<file path="config.mk">
export PLATFORM = sky130hd
export DESIGN_NAME = regulator_control_regs
export DESIGN_NICKNAME = d
export VERILOG_FILES = /design/src/regctl_pkg.sv /design/src/sync2.sv /design/src/fault_watch.sv /design/src/regulator_control_regs.sv
export SDC_FILE = /design/constraint.sdc
export NUM_CORES = 1
export LEC_CHECK = 0
export ABC_AREA = 1
export ABC_CLOCK_PERIOD_IN_PS = 8400
export BUFFER_PORTS_ARGS = -buffer_cell sky130_fd_sc_hd__buf_2
export CAP_MARGIN = 20
export CELL_PAD_IN_SITES_DETAIL_PLACEMENT = 1
export CELL_PAD_IN_SITES_GLOBAL_PLACEMENT = 1
export CORE_MARGIN = 4
export CORE_UTILIZATION = 48
export CTS_BUF_LIST = sky130_fd_sc_hd__clkbuf_8 sky130_fd_sc_hd__clkbuf_16
export CTS_CLUSTER_DIAMETER = 200
export DETAILED_ROUTE_END_ITERATION = 8
export PLACE_DENSITY_LB_ADDON = 0.05
export SKIP_CTS_REPAIR_TIMING = 1
export SYNTH_ARGS = -nofsm -noshare
export SYNTH_HDL_FRONTEND = slang
export SYNTH_SLANG_ARGS = --single-unit
</file>
<file path="constraint.sdc">
create_clock -name mclk -period 8.4 [get_ports mclk]
set_input_delay 0.84 -clock mclk [delete_from_list [all_inputs] [get_ports mclk]]
set_output_delay 0.84 -clock mclk [all_outputs]
set_load 0.05 [all_outputs]
</file>
<file path="src/regctl_pkg.sv">
// shared constants and carrier types for the regulator control register bank
package regctl_pkg;

  localparam int NUM_BUCK = 3;
  localparam int NUM_LDO  = 2;
  localparam int NUM_REG  = NUM_BUCK + NUM_LDO;
  localparam int VCODE_W  = 6;
  localparam int DELAY_W  = 3;
  localparam int BYTE_W   = 8;

  // register offsets, index 0 is converter a / ldo a
  localparam logic [7:0] BUCK_PRI_OFS [NUM_BUCK] = '{8'h20, 8'h30, 8'h40};
  localparam logic [7:0] BUCK_SEC_OFS [NUM_BUCK] = '{8'h21, 8'h31, 8'h41};
  localparam logic [7:0] BUCK_CTL_OFS [NUM_BUCK] = '{8'h22, 8'h32, 8'h42};
  localparam logic [7:0] LDO_VOLT_OFS [NUM_LDO]  = '{8'h50, 8'h54};
  localparam logic [7:0] LDO_CTL_OFS  [NUM_LDO]  = '{8'h51, 8'h55};

  // control register fields
  localparam int CTL_ON_BIT    = 7;
  localparam int CTL_PHASE_BIT = 6;
  localparam int CTL_BLEED_BIT = 6;
  localparam int CTL_MODE_BIT  = 5;
  localparam int CTL_LOWQ_BIT  = 5;
  localparam int CTL_DLY_MSB   = 4;
  localparam int CTL_DLY_LSB   = 2;
  localparam int CTL_IRQ_BIT   = 1;
  localparam int CTL_PGOOD_BIT = 0;

  // writable bits; bit 0 of control and bits 7:6 of voltage codes are not stored
  localparam logic [7:0] CTL_WMASK   = 8'hfe;
  localparam logic [7:0] VCODE_WMASK = 8'h3f;

  // converter c has no phase control, its bit 6 is plain storage
  localparam logic [NUM_BUCK-1:0] BUCK_HAS_PHASE = 3'b011;

  // serial protocol
  localparam logic [3:0] BIT_LAST = 4'h8;
  localparam logic [3:0] BIT_ACK  = 4'h9;

  typedef enum logic [2:0] {PH_IDLE, PH_ADDR, PH_REG, PH_WDATA, PH_RDATA} phase_t;

  typedef struct packed {
    logic [VCODE_W-1:0] vcode;
    logic               on;
    logic               phase_shift;
    logic               force_pwm;
    logic [DELAY_W-1:0] delay;
  } buck_out_t;

  typedef struct packed {
    logic [VCODE_W-1:0] vcode;
    logic               on;
    logic               bleed_active;
    logic               low_quiescent_select;
    logic [DELAY_W-1:0] delay;
  } ldo_out_t;

endpackage

</file>
<file path="src/sync2.sv">
// two flip-flop synchroniser for asynchronous inputs
`timescale 1ns/1ps
`default_nettype none
module sync2 #(
  parameter int WIDTH = 1
) (
  input  wire logic             mclk,
  input  wire logic             rst_n,
  input  wire logic [WIDTH-1:0] async_in,
  output logic      [WIDTH-1:0] sync_out
);

  typedef struct packed {
    logic [WIDTH-1:0] meta;
    logic [WIDTH-1:0] stable;
  } sync_state_t;

  sync_state_t s;
  sync_state_t next_s;

  if (WIDTH < 1) begin : g_bad_width
    $error("sync2 needs at least one bit");
  end

  // the first stage feeds nothing but the second
  always_comb begin
    next_s        = s;
    next_s.meta   = async_in;
    next_s.stable = s.meta;
  end

  always_ff @(posedge mclk or negedge rst_n) begin
    if (!rst_n) begin
      s <= '0;
    end else begin
      s <= next_s;
    end
  end

  assign sync_out = s.stable;

endmodule
`default_nettype wire

</file>
<file path="src/fault_watch.sv">
// per-regulator fault event on loss of power-good
`timescale 1ns/1ps
`default_nettype none
module fault_watch (
  input  wire logic mclk,
  input  wire logic rst_n,
  input  wire logic pgood,
  input  wire logic enabled,
  input  wire logic irq_enable,
  output logic      fault_pulse
);

  typedef struct packed {
    logic prev_good;
    logic pulse;
  } watch_state_t;

  watch_state_t s;
  watch_state_t next_s;

  always_comb begin
    next_s           = s;
    next_s.prev_good = pgood;
    // the enable bit gates the event, the flag itself still reads live
    next_s.pulse     = s.prev_good & ~pgood & enabled & irq_enable;
  end

  always_ff @(posedge mclk or negedge rst_n) begin
    if (!rst_n) begin
      s <= '0;
    end else begin
      s <= next_s;
    end
  end

  assign fault_pulse = s.pulse;

endmodule
`default_nettype wire

</file>
<file path="src/regulator_control_regs.sv">
// regulator control and status registers behind the two-wire serial port
`timescale 1ns/1ps
`default_nettype none
module regulator_control_regs #(
  parameter logic [6:0]                   DEV_ADDR      = 7'h5b,
  parameter logic [7:0]                   CTL_DEFAULT   = 8'h00,
  parameter logic [regctl_pkg::VCODE_W-1:0] VCODE_DEFAULT = 6'h00
) (
  input  wire logic                                            mclk,
  input  wire logic                                            rstn,
  input  wire logic                                            scl_in,
  input  wire logic                                            sda_in,
  output logic                                                 sda_out,
  output logic                                                 sda_oe_n,
  input  wire logic                                            voltage_bank_select_pin,
  input  wire logic [regctl_pkg::NUM_REG-1:0]                  power_good,
  input  wire logic                                            undervoltage,
  output regctl_pkg::buck_out_t [regctl_pkg::NUM_BUCK-1:0]     buck,
  output regctl_pkg::ldo_out_t  [regctl_pkg::NUM_LDO-1:0]      ldo,
  output logic [regctl_pkg::NUM_REG-1:0]                       fault_event
);
  import regctl_pkg::*;

  localparam int SYNC_W = NUM_REG + 4;

  typedef struct packed {
    phase_t                           phase;
    logic                             rw;
    logic                             mack;
    logic [3:0]                       cnt;
    logic [7:0]                       shreg;
    logic [7:0]                       ptr;
    logic                             drv;
    logic                             scl_q;
    logic                             sda_q;
    logic [NUM_BUCK-1:0][7:0]         pri;
    logic [NUM_BUCK-1:0][7:0]         sec;
    logic [NUM_BUCK-1:0][7:0]         bctl;
    logic [NUM_LDO-1:0][7:0]          lvolt;
    logic [NUM_LDO-1:0][7:0]          lctl;
    buck_out_t [NUM_BUCK-1:0]         bo;
    ldo_out_t  [NUM_LDO-1:0]          lo;
  } state_t;

  state_t                   s;
  state_t                   next_s;
  logic [1:0]               rst_pipe;
  logic                     rst_n;
  logic [SYNC_W-1:0]        sync_raw;
  logic [SYNC_W-1:0]        sync_val;
  logic                     sy_scl;
  logic                     sy_sda;
  logic                     sy_voltage_bank_select_pin;
  logic                     sy_uvlo;
  logic [NUM_REG-1:0]       sy_pgood;
  logic [NUM_REG-1:0][7:0]  all_ctl;

  if (CTL_DEFAULT[CTL_PGOOD_BIT] != 1'b0) begin : g_bad_ctl_default
    $error("control default must leave the status bit clear");
  end
  if (DEV_ADDR == 7'h00) begin : g_bad_addr
    $error("device address must not be the general call address");
  end
  // the logic assumes at least one regulator of each kind
  if (NUM_BUCK < 1 || NUM_LDO < 1) begin : g_bad_counts
    $error("bank needs at least one converter and one ldo");
  end
  // reserved code bits are forced by masking, so the code plus two reserved bits must fill one byte exactly
  if (VCODE_W + 2 != BYTE_W) begin : g_bad_vcode_w
    $error("voltage code must leave exactly two reserved bits");
  end
  if (CTL_DLY_MSB - CTL_DLY_LSB + 1 != DELAY_W) begin : g_bad_delay
    $error("delay field width does not match its bit positions");
  end
  if ((CTL_DEFAULT & ~CTL_WMASK) != 8'h00) begin : g_bad_ctl_mask
    $error("control default sets bits that are never stored");
  end
  // overlapping slots would let one write land in two registers
  for (genvar i = 0; i < NUM_BUCK; i++) begin : g_buck_ofs_check
    if (BUCK_PRI_OFS[i] == BUCK_CTL_OFS[i]
        || BUCK_SEC_OFS[i] == BUCK_CTL_OFS[i]
        || BUCK_PRI_OFS[i] == BUCK_SEC_OFS[i]) begin : g_clash
      $error("converter register offsets overlap");
    end
  end
  for (genvar i = 0; i < NUM_LDO; i++) begin : g_ldo_ofs_check
    if (LDO_VOLT_OFS[i] == LDO_CTL_OFS[i]) begin : g_clash
      $error("ldo register offsets overlap");
    end
  end

  // reset is applied at once but released only after two clean edges
  always_ff @(posedge mclk or negedge rstn) begin
    if (!rstn) begin
      rst_pipe <= 2'b00;
    end else begin
      rst_pipe <= {rst_pipe[0], 1'b1};
    end
  end
  assign rst_n = rst_pipe[1];

  assign sync_raw = {undervoltage, power_good, voltage_bank_select_pin, sda_in, scl_in};

  sync2 #(
    .WIDTH (SYNC_W)
  ) u_sync (
    .mclk     (mclk),
    .rst_n    (rst_n),
    .async_in (sync_raw),
    .sync_out (sync_val)
  );

  assign sy_scl   = sync_val[0];
  assign sy_sda   = sync_val[1];
  assign sy_voltage_bank_select_pin  = sync_val[2];
  assign sy_pgood = sync_val[NUM_REG+2:3];
  assign sy_uvlo  = sync_val[SYNC_W-1];

  // read view of the bank; unmapped offsets read zero
  function automatic logic [7:0] read_reg(input state_t st, input logic [7:0] addr,
                                          input logic [NUM_REG-1:0] pg);
    logic [7:0] rd;
    rd = 8'h00;
    for (int k = 0; k < NUM_BUCK; k++) begin
      if (addr == BUCK_PRI_OFS[k]) begin
        rd = st.pri[k] & VCODE_WMASK;
      end
      if (addr == BUCK_SEC_OFS[k]) begin
        rd = st.sec[k] & VCODE_WMASK;
      end
      if (addr == BUCK_CTL_OFS[k]) begin
        rd = (st.bctl[k] & CTL_WMASK) | {7'h00, pg[k]};
      end
    end
    for (int k = 0; k < NUM_LDO; k++) begin
      if (addr == LDO_VOLT_OFS[k]) begin
        rd = st.lvolt[k] & VCODE_WMASK;
      end
      if (addr == LDO_CTL_OFS[k]) begin
        rd = (st.lctl[k] & CTL_WMASK) | {7'h00, pg[NUM_BUCK+k]};
      end
    end
    return rd;
  endfunction

  always_comb begin
    logic       scl_rise;
    logic       scl_fall;
    logic       start_cond;
    logic       stop_cond;
    logic       wr;
    logic [7:0] rd;
    next_s     = s;
    wr         = 1'b0;
    rd         = 8'h00;
    scl_rise   = sy_scl & ~s.scl_q;
    scl_fall   = ~sy_scl & s.scl_q;
    start_cond = sy_scl & s.scl_q & s.sda_q & ~sy_sda;
    stop_cond  = sy_scl & s.scl_q & ~s.sda_q & sy_sda;
    next_s.scl_q = sy_scl;
    next_s.sda_q = sy_sda;

    // serial protocol: address, register pointer, then data bytes
    if (start_cond) begin
      next_s.phase = PH_ADDR;
      next_s.cnt   = 4'h0;
      next_s.drv   = 1'b0;
    end else if (stop_cond) begin
      next_s.phase = PH_IDLE;
      next_s.drv   = 1'b0;
    end else if (s.phase != PH_IDLE) begin
      if (scl_rise) begin
        next_s.cnt = s.cnt + 4'h1;
        if (s.phase != PH_RDATA && s.cnt < BIT_LAST) begin
          next_s.shreg = {s.shreg[6:0], sy_sda};
        end
        if (s.phase == PH_RDATA && s.cnt == BIT_LAST) begin
          next_s.mack = ~sy_sda;
        end
      end else if (scl_fall) begin
        if (s.cnt == BIT_LAST) begin
          unique case (s.phase)
            PH_ADDR: begin
              if (s.shreg[7:1] == DEV_ADDR) begin
                next_s.drv = 1'b1;
                next_s.rw  = s.shreg[0];
              end else begin
                next_s.phase = PH_IDLE;
              end
            end
            PH_REG: begin
              next_s.drv = 1'b1;
              next_s.ptr = s.shreg;
            end
            PH_WDATA: begin
              next_s.drv = 1'b1;
              next_s.ptr = s.ptr + 8'h01;
              wr         = 1'b1;
            end
            PH_RDATA: begin
              next_s.drv = 1'b0;
            end
            PH_IDLE: begin
              next_s.phase = PH_IDLE;
            end
          endcase
        end else if (s.cnt == BIT_ACK) begin
          next_s.cnt = 4'h0;
          next_s.drv = 1'b0;
          if ((s.phase == PH_ADDR && s.rw) || (s.phase == PH_RDATA && s.mack)) begin
            rd           = read_reg(s, s.ptr, sy_pgood);
            next_s.phase = PH_RDATA;
            next_s.drv   = ~rd[7];
            next_s.shreg = {rd[6:0], 1'b0};
            next_s.ptr   = s.ptr + 8'h01;
          end else if (s.phase == PH_RDATA) begin
            next_s.phase = PH_IDLE;
          end else if (s.phase == PH_ADDR) begin
            next_s.phase = PH_REG;
          end else begin
            next_s.phase = PH_WDATA;
          end
        end else if (s.phase == PH_RDATA) begin
          next_s.drv   = ~s.shreg[7];
          next_s.shreg = {s.shreg[6:0], 1'b0};
        end
      end
    end

    // register writes; status and reserved code bits are never stored
    if (wr) begin
      for (int k = 0; k < NUM_BUCK; k++) begin
        if (s.ptr == BUCK_PRI_OFS[k]) begin
          next_s.pri[k] = s.shreg & VCODE_WMASK;
        end
        if (s.ptr == BUCK_SEC_OFS[k]) begin
          next_s.sec[k] = s.shreg & VCODE_WMASK;
        end
        if (s.ptr == BUCK_CTL_OFS[k]) begin
          next_s.bctl[k] = s.shreg & CTL_WMASK;
        end
      end
      for (int k = 0; k < NUM_LDO; k++) begin
        if (s.ptr == LDO_VOLT_OFS[k]) begin
          next_s.lvolt[k] = s.shreg & VCODE_WMASK;
        end
        if (s.ptr == LDO_CTL_OFS[k]) begin
          next_s.lctl[k] = s.shreg & CTL_WMASK;
        end
      end
    end

    // undervoltage wins over a write landing in the same cycle
    if (sy_uvlo) begin
      for (int k = 0; k < NUM_BUCK; k++) begin
        next_s.pri[k]  = {2'b00, VCODE_DEFAULT};
        next_s.sec[k]  = {2'b00, VCODE_DEFAULT};
        next_s.bctl[k] = CTL_DEFAULT;
      end
      for (int k = 0; k < NUM_LDO; k++) begin
        next_s.lvolt[k] = {2'b00, VCODE_DEFAULT};
        next_s.lctl[k]  = CTL_DEFAULT;
      end
    end

    // regulator controls, registered so the analog side sees clean levels
    for (int k = 0; k < NUM_BUCK; k++) begin
      next_s.bo[k].vcode = sy_voltage_bank_select_pin ? next_s.sec[k][VCODE_W-1:0]
                                   : next_s.pri[k][VCODE_W-1:0];
      next_s.bo[k].on          = next_s.bctl[k][CTL_ON_BIT];
      next_s.bo[k].phase_shift = next_s.bctl[k][CTL_PHASE_BIT] & BUCK_HAS_PHASE[k];
      next_s.bo[k].force_pwm   = next_s.bctl[k][CTL_MODE_BIT];
      next_s.bo[k].delay       = next_s.bctl[k][CTL_DLY_MSB:CTL_DLY_LSB];
    end
    for (int k = 0; k < NUM_LDO; k++) begin
      next_s.lo[k].vcode = next_s.lvolt[k][VCODE_W-1:0];
      next_s.lo[k].on    = next_s.lctl[k][CTL_ON_BIT];
      // discharge only while shut down, never fighting the regulator
      next_s.lo[k].bleed_active = next_s.lctl[k][CTL_BLEED_BIT]
                                  & ~next_s.lctl[k][CTL_ON_BIT];
      next_s.lo[k].low_quiescent_select = next_s.lctl[k][CTL_LOWQ_BIT];
      next_s.lo[k].delay = next_s.lctl[k][CTL_DLY_MSB:CTL_DLY_LSB];
    end
  end

  always_ff @(posedge mclk or negedge rst_n) begin
    if (!rst_n) begin
      s       <= '0;
      s.phase <= PH_IDLE;
      for (int k = 0; k < NUM_BUCK; k++) begin
        s.pri[k]  <= {2'b00, VCODE_DEFAULT};
        s.sec[k]  <= {2'b00, VCODE_DEFAULT};
        s.bctl[k] <= CTL_DEFAULT;
      end
      for (int k = 0; k < NUM_LDO; k++) begin
        s.lvolt[k] <= {2'b00, VCODE_DEFAULT};
        s.lctl[k]  <= CTL_DEFAULT;
      end
    end else begin
      s <= next_s;
    end
  end

  assign all_ctl = {s.lctl, s.bctl};

  for (genvar g = 0; g < NUM_REG; g++) begin : g_fault
    fault_watch u_watch (
      .mclk        (mclk),
      .rst_n       (rst_n),
      .pgood       (sy_pgood[g]),
      .enabled     (all_ctl[g][CTL_ON_BIT]),
      .irq_enable  (all_ctl[g][CTL_IRQ_BIT]),
      .fault_pulse (fault_event[g])
    );
  end

  // open-drain: only ever pulls low
  assign sda_out  = 1'b0;
  assign sda_oe_n = ~s.drv;
  assign buck     = s.bo;
  assign ldo      = s.lo;

endmodule
`default_nettype wire

</file>
-- After elaboration in Yosys (flattened, before gate mapping)
Index checks and enable logic that the tools add are counted.
- flip-flop bits (word level): 193
- input bits: 11
- output and inout port bits: 67
- word-level logic and storage cells: 272
- add/sub/neg operators: 2
- $lt $le $gt $ge: 1
- equality and inequality tests: 33
- muxes and demuxes: 88
- bitwise logic cells: 46
- reduce and logical (&&, ||, !) cells: 40
- operators by type and width (kind ; count):
    $mux W8 ; 36
    $mux W102 ; 2
    $mux W17 ; 6
    $eq A8 B7 Y1 const B ; 7
    $eq A8 B6 Y1 const B ; 6
    $or A8 B1 Y8 ; 5
    $mux W6 ; 5
    $mux W26 ; 1
    $and A1 B1 Y1 ; 24
    $mux W12 ; 2
    $reduce_and A8 Y1 ; 3
    $reduce_bool A2 Y1 ; 11
    $mux W21 ; 1
    $mux W20 ; 1
    $mux W1 ; 18
    $mux W3 ; 6
    $mux W9 ; 2
    $reduce_bool A3 Y1 ; 6
    $not A1 Y1 ; 17
    $mux W4 ; 4
    $pmux W8 S2 ; 1
    $reduce_and A2 Y1 ; 7
    $ne A6 B5 Y1 const B ; 2
    $reduce_and A6 Y1 ; 2
    other kinds (25) ; 35

-- Logic depth before layout (Yosys ltp)
- depth after elaboration: 36
- gate-level depth with buffers: 24
- depth with buffers taken out: 23

-- Hierarchy
From an unflattened synthesis, not the netlist that was laid out.
- cells, all modules: 1014
- area total of the unflattened synthesis: 8335.5 µm²
- modules (own cells, without submodules) (module ; instances ; cells an instance ; area each (µm²) ; seq. area each (µm²)):
    regulator_control_regs ; 1 ; 966 ; 7547.2 ; 3328.2
    sync2 ; 1 ; 18 ; 450.4 ; 450.4
    fault_watch ; 5 ; 6 ; 67.6 ; 50.0

-- Worst setup path before layout
OpenSTA, ideal clock, no wires.
- path type: register to register
- start: reg s[168] (netlist bit)
- end: reg s[181] (netlist bit)
- library setup time: 0.066 ns
- data arrival time: 2.094 ns
- required time: 8.334 ns
- path slack: 6.240 ns
- cell stages (with the launch flop): 24
- buffers on the path: 1
- period minus slack after synthesis: 2.160 ns
- path through: dfrtp_1 > inv_1 > ha_1 > buf_1 > nand2_4 > nor2_2 > nand2_1 > nand3_1 > nand2_1 > nand2_1 > nand2_1 > nand2_1 > nand2_1 > nand2_1 > nand2_1 > nand2_1 > nand2_1 > nand2_1 > nand2_1 > nand2_1 > nand2_1 > nand2_1 > nand2_1 > nand2_1
- longest elaborated chain between the ends: 32
- elaborated cells on any way between the ends: 44
- those cells by class: eq/ne: 13; mux: 31
- RTL lines (what ; RTL line ; text):
    start, declared ; regulator_control_regs.sv:45 ; state_t s;
    start signal, assigned ; regulator_control_regs.sv:300 ; s <= next_s;
    $eq A8 B6 Y1 ; regulator_control_regs.sv:125 ; if (addr == BUCK_PRI_OFS[k]) begin
    $mux W6 ; regulator_control_regs.sv:125 ;
    $mux W8 ; regulator_control_regs.sv:128 ; if (addr == BUCK_SEC_OFS[k]) begin
    $mux W8 ; regulator_control_regs.sv:131 ; if (addr == BUCK_CTL_OFS[k]) begin
    $mux W8 ; regulator_control_regs.sv:125 ;
    $mux W8 ; regulator_control_regs.sv:128 ;
    $mux W8 ; regulator_control_regs.sv:131 ;
    $mux W8 ; regulator_control_regs.sv:125 ;
    [... 16 more ...] ; -- ;
    $mux W17 (*) ; regulator_control_regs.sv:172 ; if (scl_rise) begin
    $mux W17 (*) ; regulator_control_regs.sv:171 ; end else if (s.phase != PH_IDLE) begin
    $mux W17 (*) ; regulator_control_regs.sv:168 ; end else if (stop_cond) begin
    $mux W17 (*) ; regulator_control_regs.sv:164 ; if (start_cond) begin
    $mux W8 (*) ; regulator_control_regs.sv:207 ; end else if (s.cnt == BIT_ACK) begin
    $mux W12 (*) ; regulator_control_regs.sv:181 ; if (s.cnt == BIT_LAST) begin
    $mux W21 (*) ; regulator_control_regs.sv:180 ; end else if (scl_fall) begin
    $mux W12 (*) ; regulator_control_regs.sv:172 ;
Every way passes the cells marked *; elsewhere a longest branch is shown, timed or not. The select of a mux whose other input is x is not followed.
A chain may end at the register's enable or synchronous reset.

-- Final worst setup path
- start: reg s[165] (netlist bit)
- end: reg s (netlist bit ldo[1])
- longest elaborated chain between the ends: 8
- elaborated cells on any way between the ends: 15
- those cells by class: mux: 7; bitwise: 8
- RTL lines (what ; RTL line ; text):
    $and A1 B1 Y1 / $not A1 Y1 (equally long branches) ; regulator_control_regs.sv:157, regulator_control_regs.sv:156 ;
    $mux W1 / $and A1 B1 Y1 (equally long branches) ; regulator_control_regs.sv:180, regulator_control_regs.sv:156 ;
    $mux W1 ; regulator_control_regs.sv:172 ;
    $mux W1 ; regulator_control_regs.sv:171 ;
    $mux W1 ; regulator_control_regs.sv:168 ;
    $mux W1 (*) ; regulator_control_regs.sv:164 ;
    $mux W102 (*) ; regulator_control_regs.sv:231 ; if (wr) begin
    $mux W102 (*) ; regulator_control_regs.sv:254 ; if (sy_uvlo) begin
Marked as above.

==> qor.txt <==
outcome - finished, final reports clean
fin area - 9040 um^2
clk buf depth - 2
Critical Path RT - 8720 ps
period utilization - 35.8%
Most common cell on crit path - nor2_1
RSZ-0062 raised after global routing - false
critical path endpoint category - flop
Cell Int Power - 1.20 mW
die width - 140 um
Sw Share - 26.8%
WL per Instance - 19.2 um
vias per cell - 5.44
CP bufs+invs - 5
Slew HR - 40.5%
max incr delay on CP - 510 ps
synth cell count leaders - nand2_1, dfrtp_1, inv_1
Placed Cells - 1251
Worst-path clk slew - 70 ps
Die ar. - 19700 um^2
dpl cell area - 8450 um^2
Max Cap Viol - 0
Synth Area in Compound Gates - 15.5%
HP Class - in -> async
number of synthesized flops with an enable pin - 0
Die Ht - 140 um
Worst Path Max Fanout - 13
antenna diode count - 0
grt ovf - 0
Routed Wire Length - 24.7 mm
DRC - 0
core footprint - 17200 um^2
PwrDens - 182 nW/um^2
mux contribution to synthesized area - 0%
Reg power frac - 49.0%
Layout Nets - 1068
Avg Inst Size Synth - 8.03 um^2
post-route antenna net violation count - 0
clock share of power - 45.8%
final setup violating endpoints - 0
first-pass GRT wire length - 40.5 mm
initial antenna violation count - 0
combinational power share - 5.2%
Port Buffers - 75
initial DRC count - 504
H-tree levels - 4
Total Neg Setup Slack - 0 ps
Core Util, Final - 52.4%
Yosys cell types - 48
Final min period - 3010 ps
f_max - 0.333 GHz
top cell type's share of synthesized area - 47.9%
Crit Path Class - reg -> reg
root buffer cell - clkbuf_16
CTS Sinks - 161
Critical-path top delay cell - nor2_2
XOR/XNOR Fraction of Synth Area - 0.313%
Pre-antenna DRT Iters - 5
Mapped Area - 8400 um^2
largest cells by area after synthesis - dfrtp_1, nand2_1, buf_4
cell family with the largest share of critical-path delay - simple AND/OR/NAND/NOR gates
post-synthesis simple-gate area fraction - 19.9%
I/O pins - 78
Async SR Flop Fraction - 100%
Yosys reg bits - 161
Cells after Synth - 1046
Initial Utilization - 48.8%
crit-path cells - inv_1 -> ha_1 -> nor2_1 -> clkinv_1 -> nor2_1 -> inv_2 -> nor2_1 -> inv_2 -> nor2_2 -> nand2_1 -> inv_1 -> nand2_1 -> o21ai_0
adder-cell share of the synthesized area - 1.64%
num rows - 48
count of final hold-check violations - 0
Slew Limit Fails - 0
Clk Latency, worst-skew pair - 440 ps
# fillers - 2156
Seq/Total Area, Yosys - 47.9%
Worst Skew - 15.5 ps
largest net degree at the start of global routing - 62
vias - 6984
ratio of cells with drive above 1 in the final layout - 16.5%
Layout area overhead - 7.58%
most common cell in the netlist - nand2_1
largest family of logic cells by synthesized area - simple AND/OR/NAND/NOR gates
CTS Buf Count - 17
startpoint types - flop
GPL Wtd Cong - 0.878
fin cells - 1284
crit path DAT - 3330 ps
All-Layer GR Usage - 26.3%
net load switching power - 441 uW
leakage power - 4.66 nW
CTS tree - built
Post-DP HPWL - 17.7 mm
vias in the first global route - 7293
YS warnings - 0
Worst VDD drop - 0.000142 V
Worst-Margin Slew - 886 ps
ys flop type - dfrtp_1
leading area contributor after synthesis - dfrtp_1
[registers in the layout, summed over array words and instances (netlist names)]
name / count
ldo: 6
u_sync.sync_out: 9
u_sync.next_s: 9
rst_pipe: 2
g_fault.u_watch.s: 5
g_fault.u_watch.fault_pulse: 5
buck: 24
all_ctl: 25
s: 76
[final cells by class]
class	instances	area (um^2)	share of cell area [%]
flip-flops and latches	161	4030	44.6
multi-input cells	629	3140	34.8
inverters	158	594	6.57
clock buffers	18	439	4.86
repair buffers	79	425	4.71
well taps	225	282	3.11
clock inverters	14	124	1.37
[through the flow]
stage / hold slack (ps) / setup WS, ps / power (mW)
after floorplan: 331 / 3580 / 0.876
after global placement: 332 / 5530 / 0.906
after detailed placement: 337 / 5450 / 0.906
after CTS: 158 / 5420 / 1.66
after global routing: 154 / 5160 / 1.70
final: 163 / 5390 / 1.65
[placed cells by master (no fill, tap or decap), types with 4 or more instances in the layout]
| cell | netlist | layout |
|---|---|---|
| nand2_1 | 251 | 251 |
| dfrtp_1 | 161 | 160 |
| inv_1 | 125 | 126 |
| buf_2 | 8 | 75 |
| o21ai_0 | 67 | 67 |
| nor2_1 | 56 | 56 |
| a21oi_1 | 45 | 45 |
| o21ai_1 | 39 | 39 |
| nand3_1 | 37 | 37 |
| inv_2 | 30 | 30 |
| o22ai_1 | 19 | 19 |
| o211ai_1 | 19 | 19 |
| clkbuf_16 | 0 | 17 |
| a31oi_1 | 16 | 16 |
| nor3_1 | 13 | 13 |
| ha_1 | 11 | 11 |
| nor2_2 | 8 | 8 |
| a21oi_2 | 6 | 6 |
| nand2_4 | 4 | 4 |
| nor2_4 | 4 | 4 |
| inv_8 | 0 | 4 |
[cells by family after synthesis]
logic type / Yosys count
AO/OA/AOI/OAI: 225
XOR/XNOR: 3
adder cells (fa/ha/maj): 11
buffers and inverters: 257
flip-flops: 161
other: 2
AND/OR/NAND/NOR: 387
[worst reg2reg max path, cell delays in order, from the launching register on]
cell,delay (ps)
dfrtp_1,400
inv_1,70
ha_1,360
nor2_1,180
clkinv_1,100
nor2_1,120
inv_2,50
nor2_1,180
inv_2,80
nor2_2,510
nand2_1,230
inv_1,100
nand2_1,200
o21ai_0,320
[final timing paths]
| check | from | to | slack (ps) | cells after the start |
|---|---|---|---|---|
| worst max-delay path | s[165] | ldo[1] | 5390 | 13 |
| worst min-delay path | rstn | rst_pipe[1] | 160 | 1 |
| worst max register to register | s[165] | ldo[1] | 5390 | 13 |
| worst min register to register | u_sync.next_s[1] | u_sync.sync_out[1] | 350 | 0 |
| max in group asynchronous | rst_pipe[1] | ldo[13] | 6120 | 2 |
| min in group mclk | u_sync.next_s[1] | u_sync.sync_out[1] | 350 | 0 |
[metal layers]
| layer | GRT usage (%) | share of wire (%) |
|---|---|---|
| met1 | 37.4 | 46 |
| met2 | 42.0 | 48 |
| met5 | 0 | 0 |
| met3 | 3.79 | 4.2 |
| met4 | 8.11 | 2.0 |
[power by group through the flow]
| stage | Sequential, mW | Combinational, mW | Clock, mW |
|---|---|---|---|
| after floorplan | 0.820 | 0.0554 | 0 |
| after global placement | 0.823 | 0.0827 | 0 |
| after detailed placement | 0.824 | 0.0824 | 0 |
| after CTS | 0.809 | 0.0830 | 0.770 |
| after global routing | 0.809 | 0.0970 | 0.798 |
| final | 0.807 | 0.0858 | 0.753 |
(Power assumes the default switching activity.)
